$ cat src/design/acm_pkg.sv
// acm_pkg: shared constants and types of the conversion-mode control block
// assumes: apb byte addressing, 32-bit data, one word per register
package acm_pkg;
   // register byte offsets
   localparam logic [11:0] ACM_REG_MODE_OFS = 12'h008;
   localparam logic [11:0] ACM_PRI_MODE_OFS = 12'h00c;
   localparam logic [11:0] ACM_STATUS_OFS = 12'h1f0;
   localparam logic [31:0] ACM_MODE_RESET = 32'h0000_0000;

   // regular mode register fields
   localparam int ACM_REG_SUB_LSB = 16;
   localparam int ACM_REG_SEQ_LSB = 8;
   localparam int ACM_ENABLE_BIT = 7;
   localparam int ACM_MODE_LSB = 0;
   localparam logic [31:0] ACM_REG_MODE_MASK = 32'h000f_0f83;
   // priority mode register fields
   localparam int ACM_PRI_SUB_LSB = 16;
   localparam int ACM_PRI_SEQ_LSB = 8;
   localparam logic [31:0] ACM_PRI_MODE_MASK = 32'h0003_0303;

   // status register fields
   localparam int ACM_ST_REG_BUSY = 0;
   localparam int ACM_ST_PRI_BUSY = 1;
   localparam int ACM_ST_CORE_BUSY = 2;
   localparam int ACM_ST_CORE_RST = 3;
   localparam int ACM_ST_REG_POS_LSB = 8;
   localparam int ACM_ST_PRI_POS_LSB = 16;

   // mode encodings
   localparam logic [1:0] ACM_MODE_ONESHOT = 2'h0;
   localparam logic [1:0] ACM_MODE_RESERVED = 2'h1;
   localparam logic [1:0] ACM_MODE_CONT = 2'h2;
   localparam logic [1:0] ACM_MODE_DISCONT = 2'h3;

   // converter clock as an enable: pclk divided by this count
   localparam int ACM_CONV_CLK_DIV = 4;
   localparam logic [3:0] ACM_CONV_DIV_LAST = 4'(ACM_CONV_CLK_DIV - 1);

   typedef struct packed {
      logic [1:0] mode;
      logic [3:0] seq_len;
      logic [3:0] sub_len;
   } acm_cfg_t;

   typedef struct packed {
      logic start;
      logic group_pri;
      logic [3:0] entry;
   } acm_conv_t;
endpackage

$ cat src/design/acm_group_seq.sv
// acm_group_seq: walks one conversion group through its list entries
// assumes: grant and done pulses from the top arbiter, same clock
`timescale 1ns/10ps
module acm_group_seq
   import acm_pkg::*;
(
   // clock and reset
   input wire logic pclk,
   input wire logic presetn,
   // configuration and control
   input wire acm_cfg_t cfg,
   input wire logic enable,
   input wire logic abort,
   input wire logic trig,
   // arbiter handshake
   input wire logic grant,
   input wire logic done,
   output logic req,
   output logic busy,
   output logic [3:0] pos
);
   typedef enum logic [1:0] {ACM_S_IDLE, ACM_S_ISSUE, ACM_S_WAIT} acm_seq_state_t;
   acm_seq_state_t state_r;
   logic [3:0] pos_r;
   logic [3:0] sub_cnt_r;
   logic last_seq;
   logic last_sub;

   assign last_seq = (pos_r == cfg.seq_len); // RULE7 RULE8
   assign last_sub = (sub_cnt_r == cfg.sub_len) || last_seq; // RULE4 RULE5 RULE6
   assign req = (state_r == ACM_S_ISSUE);
   assign busy = (state_r != ACM_S_IDLE);
   assign pos = pos_r;

   always_ff @(posedge pclk or negedge presetn) begin
      if (!presetn) begin
         state_r <= ACM_S_IDLE;
         pos_r <= 4'h0;
         sub_cnt_r <= 4'h0;
      end else if (abort) begin
         state_r <= ACM_S_IDLE;
         pos_r <= 4'h0;
         sub_cnt_r <= 4'h0;
      end else begin
         unique case (state_r)
            ACM_S_IDLE: begin
               // reserved code ignores triggers: nothing defined to run
               if (trig && enable && cfg.mode != ACM_MODE_RESERVED) begin
                  state_r <= ACM_S_ISSUE;
               end
            end
            ACM_S_ISSUE: begin
               if (grant) begin
                  state_r <= ACM_S_WAIT;
               end
            end
            ACM_S_WAIT: begin
               if (done) begin
                  pos_r <= last_seq ? 4'h0 : pos_r + 4'h1;
                  unique case (cfg.mode)
                     ACM_MODE_CONT: begin
                        state_r <= ACM_S_ISSUE; // RULE11
                     end
                     ACM_MODE_DISCONT: begin
                        sub_cnt_r <= last_sub ? 4'h0 : sub_cnt_r + 4'h1; // RULE12
                        state_r <= last_sub ? ACM_S_IDLE : ACM_S_ISSUE; // RULE12
                     end
                     default: begin
                        state_r <= last_seq ? ACM_S_IDLE : ACM_S_ISSUE; // RULE10
                     end
                  endcase
               end
            end
         endcase
      end
   end
endmodule

$ cat src/design/acm_top.sv
// acm_top: apb register file and sequencing for regular and priority conversion groups
// assumes: apb master on pclk; trigger and converter-core pulses come from logic on pclk
`timescale 1ns/10ps
//Contract
// RULE1 - regular mode change aborts regular, resets converter
// RULE2 - priority mode change aborts priority, resets converter
// RULE3 - software waits one converter clock after change
// RULE4 - regular subgroup holds field plus one
// RULE5 - priority subgroup holds field plus one
// RULE6 - final subgroup shortened to remaining channels
// RULE7 - regular sequence holds field plus one
// RULE8 - priority sequence holds field plus one
// RULE9 - bit seven enables the converter
// RULE10 - code 00 runs sequence once
// RULE11 - code 10 repeats sequence until changed
// RULE12 - code 11 runs one subgroup per trigger
// RULE13 - priority group has same mode codes
// RULE14 - software never programs reserved code 01
// RULE15 - software never programs channel codes above 0x11
module acm_top
   import acm_pkg::*;
(
   // clock and reset
   input wire logic pclk,
   input wire logic presetn,
   // apb slave
   input wire logic psel,
   input wire logic penable,
   input wire logic pwrite,
   input wire logic [11:0] paddr,
   input wire logic [31:0] pwdata,
   output logic [31:0] prdata,
   output logic pready,
   output logic pslverr,
   // start triggers
   input wire logic regular_trig,
   input wire logic priority_trig,
   // converter core
   input wire logic conv_done,
   output logic conv_start,
   output logic conv_group_pri,
   output logic [3:0] conv_entry,
   output logic converter_enable,
   output logic converter_reset,
   output logic converter_clock_en
);
   logic [31:0] regular_mode_reg_r;
   logic [31:0] priority_mode_reg_r;
   logic [31:0] prdata_r;
   logic pready_r;
   logic pslverr_r;
   logic setup_phase;
   logic wr_access;
   logic [31:0] reg_wr_val;
   logic [31:0] pri_wr_val;
   logic reg_change;
   logic pri_change;
   logic reg_abort_r;
   logic pri_abort_r;
   logic core_rst_r;
   logic [3:0] div_cnt_r;
   logic conv_clk_en_r;
   acm_cfg_t reg_cfg;
   acm_cfg_t pri_cfg;
   logic reg_req;
   logic pri_req;
   logic reg_busy;
   logic pri_busy;
   logic [3:0] reg_pos;
   logic [3:0] pri_pos;
   logic reg_grant;
   logic pri_grant;
   logic reg_done;
   logic pri_done;
   logic core_busy_r;
   logic owner_pri_r;
   acm_conv_t conv_r;
   logic [31:0] status_val;

   // ---------------- apb slave ----------------
   assign setup_phase = psel && !penable;
   assign wr_access = psel && penable && pready_r && pwrite;
   assign reg_wr_val = pwdata & ACM_REG_MODE_MASK;
   assign pri_wr_val = pwdata & ACM_PRI_MODE_MASK;
   // only a write that really alters the content counts as a change
   assign reg_change = wr_access && paddr == ACM_REG_MODE_OFS && reg_wr_val != regular_mode_reg_r;
   assign pri_change = wr_access && paddr == ACM_PRI_MODE_OFS && pri_wr_val != priority_mode_reg_r;

   always_comb begin
      status_val = 32'h0000_0000;
      status_val[ACM_ST_REG_BUSY] = reg_busy;
      status_val[ACM_ST_PRI_BUSY] = pri_busy;
      status_val[ACM_ST_CORE_BUSY] = core_busy_r;
      status_val[ACM_ST_CORE_RST] = core_rst_r;
      status_val[ACM_ST_REG_POS_LSB +: 4] = reg_pos;
      status_val[ACM_ST_PRI_POS_LSB +: 4] = pri_pos;
   end

   // answer is registered in the setup cycle, so every access ends in its first access cycle
   always_ff @(posedge pclk or negedge presetn) begin
      if (!presetn) begin
         pready_r <= 1'b0;
         pslverr_r <= 1'b0;
         prdata_r <= 32'h0000_0000;
      end else begin
         pready_r <= setup_phase;
         if (setup_phase) begin
            pslverr_r <= !(paddr == ACM_REG_MODE_OFS || paddr == ACM_PRI_MODE_OFS ||
                           (paddr == ACM_STATUS_OFS && !pwrite));
            unique case (paddr)
               ACM_REG_MODE_OFS: prdata_r <= pwrite ? 32'h0000_0000 : regular_mode_reg_r;
               ACM_PRI_MODE_OFS: prdata_r <= pwrite ? 32'h0000_0000 : priority_mode_reg_r;
               ACM_STATUS_OFS: prdata_r <= pwrite ? 32'h0000_0000 : status_val;
               default: prdata_r <= 32'h0000_0000;
            endcase
         end else begin
            pslverr_r <= 1'b0;
         end
      end
   end

   assign prdata = prdata_r;
   assign pready = pready_r;
   assign pslverr = pslverr_r;

   // ---------------- mode registers ----------------
   always_ff @(posedge pclk or negedge presetn) begin
      if (!presetn) begin
         regular_mode_reg_r <= ACM_MODE_RESET;
      end else if (reg_change) begin
         regular_mode_reg_r <= reg_wr_val;
      end
   end

   always_ff @(posedge pclk or negedge presetn) begin
      if (!presetn) begin
         priority_mode_reg_r <= ACM_MODE_RESET;
      end else if (pri_change) begin
         priority_mode_reg_r <= pri_wr_val;
      end
   end

   assign reg_cfg.mode = regular_mode_reg_r[ACM_MODE_LSB +: 2];
   assign reg_cfg.seq_len = regular_mode_reg_r[ACM_REG_SEQ_LSB +: 4]; // RULE7
   assign reg_cfg.sub_len = regular_mode_reg_r[ACM_REG_SUB_LSB +: 4]; // RULE4
   assign pri_cfg.mode = priority_mode_reg_r[ACM_MODE_LSB +: 2]; // RULE13
   assign pri_cfg.seq_len = {2'h0, priority_mode_reg_r[ACM_PRI_SEQ_LSB +: 2]}; // RULE8
   assign pri_cfg.sub_len = {2'h0, priority_mode_reg_r[ACM_PRI_SUB_LSB +: 2]}; // RULE5

   // ---------------- abort and converter reset ----------------
   always_ff @(posedge pclk or negedge presetn) begin
      if (!presetn) begin
         reg_abort_r <= 1'b0;
         pri_abort_r <= 1'b0;
      end else begin
         reg_abort_r <= reg_change; // RULE1
         pri_abort_r <= pri_change; // RULE2
      end
   end

   // converter clock stand-in: one-cycle enable every divider period
   always_ff @(posedge pclk or negedge presetn) begin
      if (!presetn) begin
         div_cnt_r <= 4'h0;
         conv_clk_en_r <= 1'b0;
      end else begin
         div_cnt_r <= (div_cnt_r == ACM_CONV_DIV_LAST) ? 4'h0 : div_cnt_r + 4'h1;
         conv_clk_en_r <= (div_cnt_r == ACM_CONV_DIV_LAST);
      end
   end

   // reset stays up until a converter clock has passed, so the core sees it on its own edge
   always_ff @(posedge pclk or negedge presetn) begin
      if (!presetn) begin
         core_rst_r <= 1'b0;
      end else if (reg_change || pri_change) begin
         core_rst_r <= 1'b1; // RULE1 RULE2
      end else if (conv_clk_en_r) begin
         core_rst_r <= 1'b0; // RULE3
      end
   end

   assign converter_reset = core_rst_r;
   assign converter_clock_en = conv_clk_en_r;
   assign converter_enable = regular_mode_reg_r[ACM_ENABLE_BIT]; // RULE9

   // ---------------- group sequencers ----------------
   acm_group_seq u_reg_seq (
      .pclk(pclk),
      .presetn(presetn),
      .cfg(reg_cfg),
      .enable(converter_enable),
      .abort(reg_abort_r),
      .trig(regular_trig),
      .grant(reg_grant),
      .done(reg_done),
      .req(reg_req),
      .busy(reg_busy),
      .pos(reg_pos)
   );

   acm_group_seq u_pri_seq (
      .pclk(pclk),
      .presetn(presetn),
      .cfg(pri_cfg),
      .enable(converter_enable),
      .abort(pri_abort_r),
      .trig(priority_trig),
      .grant(pri_grant),
      .done(pri_done),
      .req(pri_req),
      .busy(pri_busy),
      .pos(pri_pos)
   );

   // ---------------- core arbiter ----------------
   // priority group wins a free core; it never preempts a running conversion
   assign pri_grant = !core_busy_r && !core_rst_r && pri_req;
   assign reg_grant = !core_busy_r && !core_rst_r && reg_req && !pri_req;
   assign reg_done = conv_done && core_busy_r && !owner_pri_r;
   assign pri_done = conv_done && core_busy_r && owner_pri_r;

   always_ff @(posedge pclk or negedge presetn) begin
      if (!presetn) begin
         core_busy_r <= 1'b0;
         owner_pri_r <= 1'b0;
      end else if (reg_change || pri_change) begin
         core_busy_r <= 1'b0; // RULE1 RULE2
      end else if (pri_grant || reg_grant) begin
         core_busy_r <= 1'b1;
         owner_pri_r <= pri_grant;
      end else if (conv_done) begin
         core_busy_r <= 1'b0;
      end
   end

   always_ff @(posedge pclk or negedge presetn) begin
      if (!presetn) begin
         conv_r <= '0;
      end else begin
         conv_r.start <= pri_grant || reg_grant;
         if (pri_grant || reg_grant) begin
            conv_r.group_pri <= pri_grant;
            conv_r.entry <= pri_grant ? pri_pos : reg_pos;
         end
      end
   end

   assign conv_start = conv_r.start;
   assign conv_group_pri = conv_r.group_pri;
   assign conv_entry = conv_r.entry;
endmodule

$ cat config.mk
export PLATFORM = sky130hd
export DESIGN_NAME = acm_top
export DESIGN_NICKNAME = d
export VERILOG_FILES = /design/src/design/acm_pkg.sv /design/src/design/acm_group_seq.sv /design/src/design/acm_top.sv
export SDC_FILE = /design/constraint.sdc
export NUM_CORES = 1
export LEC_CHECK = 0
export ABC_CLOCK_PERIOD_IN_PS = 3950
export BUFFER_PORTS_ARGS = -buffer_cell sky130_fd_sc_hd__buf_2
export CORE_MARGIN = 4
export CORE_UTILIZATION = 55
export CTS_CLUSTER_SIZE = 30
export DETAILED_ROUTE_END_ITERATION = 16
export PLACE_DENSITY = 0.9
export SKIP_CTS_REPAIR_TIMING = 1
export SLEW_MARGIN = 5
export SYNTH_ARGS = -nofsm -noshare
export SYNTH_HDL_FRONTEND = slang
export SYNTH_SLANG_ARGS = --single-unit
$ cat constraint.sdc
create_clock -name pclk -period 3.95 [get_ports pclk]
set_input_delay 0.395 -clock pclk [delete_from_list [all_inputs] [get_ports pclk]]
set_output_delay 0.395 -clock pclk [all_outputs]
set_load 0.05 [all_outputs]
==> run metrics <==
CP Capture Type register; DR WL/cell roughly 17 µm; Final Core Density 64.5%; YS warnings 0; post-synth design cell area between 3000 and 4000 µm²; register area share after synthesis between 40% and 50%; run status complete, no violations; gpl congestion between 0.9 and 1; RSZ-0062 raised after global routing no; htree depth 3; startpoint types register; share of cells above drive strength 1 between 20% and 30%; Synth Instances approximately 370; vias in the first global route 2,908; Yosys reg bits between 60 and 70; critical path class reg2reg; FMAX 436 MHz; worst skew pair latency about 0.35 ns; Die H ~90 µm; Core ar. between 6000 and 7000 µm²; commonest non-fill, non-tap cell in the layout dfrtp_1; area grow syn2layout 12.6%; CP startpoint u_reg_seq.pos[1]; Crit Path Max Fanout 8; Worst Max-Slew Pin Slew 1.18 ns; Post-synth EDFFs 0; hold crit path type in2async; share of the synthesized area in the top cell type between 40% and 50%; initial antenna violation count 0; largest net degree at the start of global routing 47; die width about 90 µm; TritonCTS clock tree yes; global-route wire length before repair 14.2 mm; Slew HR 20.9%; Max IR drop VDD about 0.28 mV; Slew Viols, Final 0; Initial Util a little under three fifths; Primary FF master, synth dfrtp_1; vias after detailed routing slightly below 3,000; clock root buffer clkbuf_8; most frequent cells in the layout dfrtp_1, buf_2, nand2_1, xor2_1, o21ai_0; fin crit period approximately 2.3 ns; Leak Pwr 2.08 nW; RR Startpoint u_reg_seq.pos[1]; clk sinks about 70; hpwl dp around 6.4 mm; count of different cell masters after synthesis 57; # diodes 0; Top Ports between 90 and 100; Final setup violation count 0; DR iter-0 viols 365; # DRC 0; Avg Inst Size Synth 10.1 µm²; WL final between 8 and 9 mm; post-route ant nets 0; Critical Path AT 2.52 ns; Layout Nets 480; Crit path required time 4.18 ns; pwr dens about 360 nW/µm²; max cap viols 0; worst reg-to-reg setup slack approximately 1.7 ns; Area contributors post-synth dfrtp_1, xor2_1, mux2_2; FF-to-FF End u_reg_seq.sub_cnt_r[3]; crit share post-route 58.0%; R2R depth 5; TritonCTS buffer count 9; gr ovfl total 0; Cell Rows 29; GRT Total Usage between 20% and 30%; async set-reset flop share out of synthesis between 90% and 100%; CTS max path bufs 2; Hold Violations, Final 0; First-pass DRT Iterations 6; DR vias/cell a little under 6; skew final ~0.011 ns; CTS clk-pin slew, worst paths roughly 0.07 ns; I/O Buffers 54; largest area contributor in the netlist dfrtp_1; Fin Setup TNS 0 ns; DIE AREA between 8000 and 9000 µm²
how the worst max path moves through the flow:
stage                              end  slack (ns)  depth (start not counted)
5_1_grt         u_reg_seq.sub_cnt_r[3]        1.40                          5
6_report        u_reg_seq.sub_cnt_r[3]        1.66                          5
3_5_place_dp    priority_mode_reg_r[8]        1.64                          5
2_1_floorplan    regular_mode_reg_r[0]        1.91                          5
4_1_cts         u_reg_seq.sub_cnt_r[3]        1.68                          5
3_3_place_gp   priority_mode_reg_r[17]        1.69                          5
report_power, final:
part,switching [mW],internal [mW]
clock,0.261,0.304
sequential,0.0205,0.716
combinational,0.148,0.0568
total,0.430,1.08
critical path, stage by stage (launching register included):
cell and delay (ns):
dfrtp_1 0.50, xor2_1 0.19, nor4_1 0.96, nor2_1 0.25, a21oi_1 0.20, a21oi_1 0.08
flip-flops by register name, indices dropped and copies added, names as in the netlist, 4 cells and up:
signal,count
prdata,13
u_pri_seq.pos,4
regular_mode_reg_r,11
priority_mode_reg_r,6
u_pri_seq.sub_cnt_r,4
u_reg_seq.pos,4
u_reg_seq.sub_cnt_r,4
div_cnt_r,4
conv_entry,4
routing by layer:
layer | GRT usage [%] | routed length (µm)
met1 | 29.5 | 3650
met2 | 34.6 | 4100
met3 | 5.84 | 729
met4 | 7.15 | 99
met5 | 0 | 0
kinds of logic after synthesis:
kind of cell	share of synthesized area, %
compound gates	12.4
fa+ha+maj	1.70
simple gates	20.2
other cells	0.102
mux	6.53
xor+xnor	7.14
buf+inv	5.68
flops	46.2
cells in the mapped netlist (all sizes together) (2+ instances only):
master   instances
nand2           42
nor4b            2
nand3            8
a21oi           17
a221oi           3
o21ai           27
a2111oi          2
nor2            16
nor2b            7
and2             2
o2bb2ai          2
mux2i            6
nor4            11
nor3             8
mux2            16
xor2            26
clkbuf           6
nand4b           2
nand3b           3
a22oi            4
nand2b           7
xnor2            4
ha               5
o31ai            2
nor3b            3
and3             3
or2              4
dfrtp           68
or3              6
or3b             2
o21a             3
inv              9
buf             21
a222oi           3
nand4            5
area by class of cell:
cell class	instances	area [µm²]
fill	500	2280
multi-input combinational	279	1840
sequential	68	1700
timing repair buffer	56	285
clock buffer	11	141
tap	77	96.3
clock inverter	4	50.0
inverter	9	33.8
through the flow:
step | worst slack [ns] | total power [mW] | std cells | cell area, µm² | hold WS (ns)
global placement | 1.69 | 0.944 | 489 | 3950 | 0.436
detailed placement | 1.64 | 0.951 | 489 | 3950 | 0.462
floorplan | 1.91 | 0.899 | 383 | 3750 | 0.0994
CTS | 1.68 | 1.52 | 504 | 4150 | 0.245
global route | 1.40 | 1.56 | 504 | 4150 | 0.293
finish | 1.66 | 1.51 | 504 | 4150 | 0.219
No activity file was read; power rests on OpenSTA's default activity.
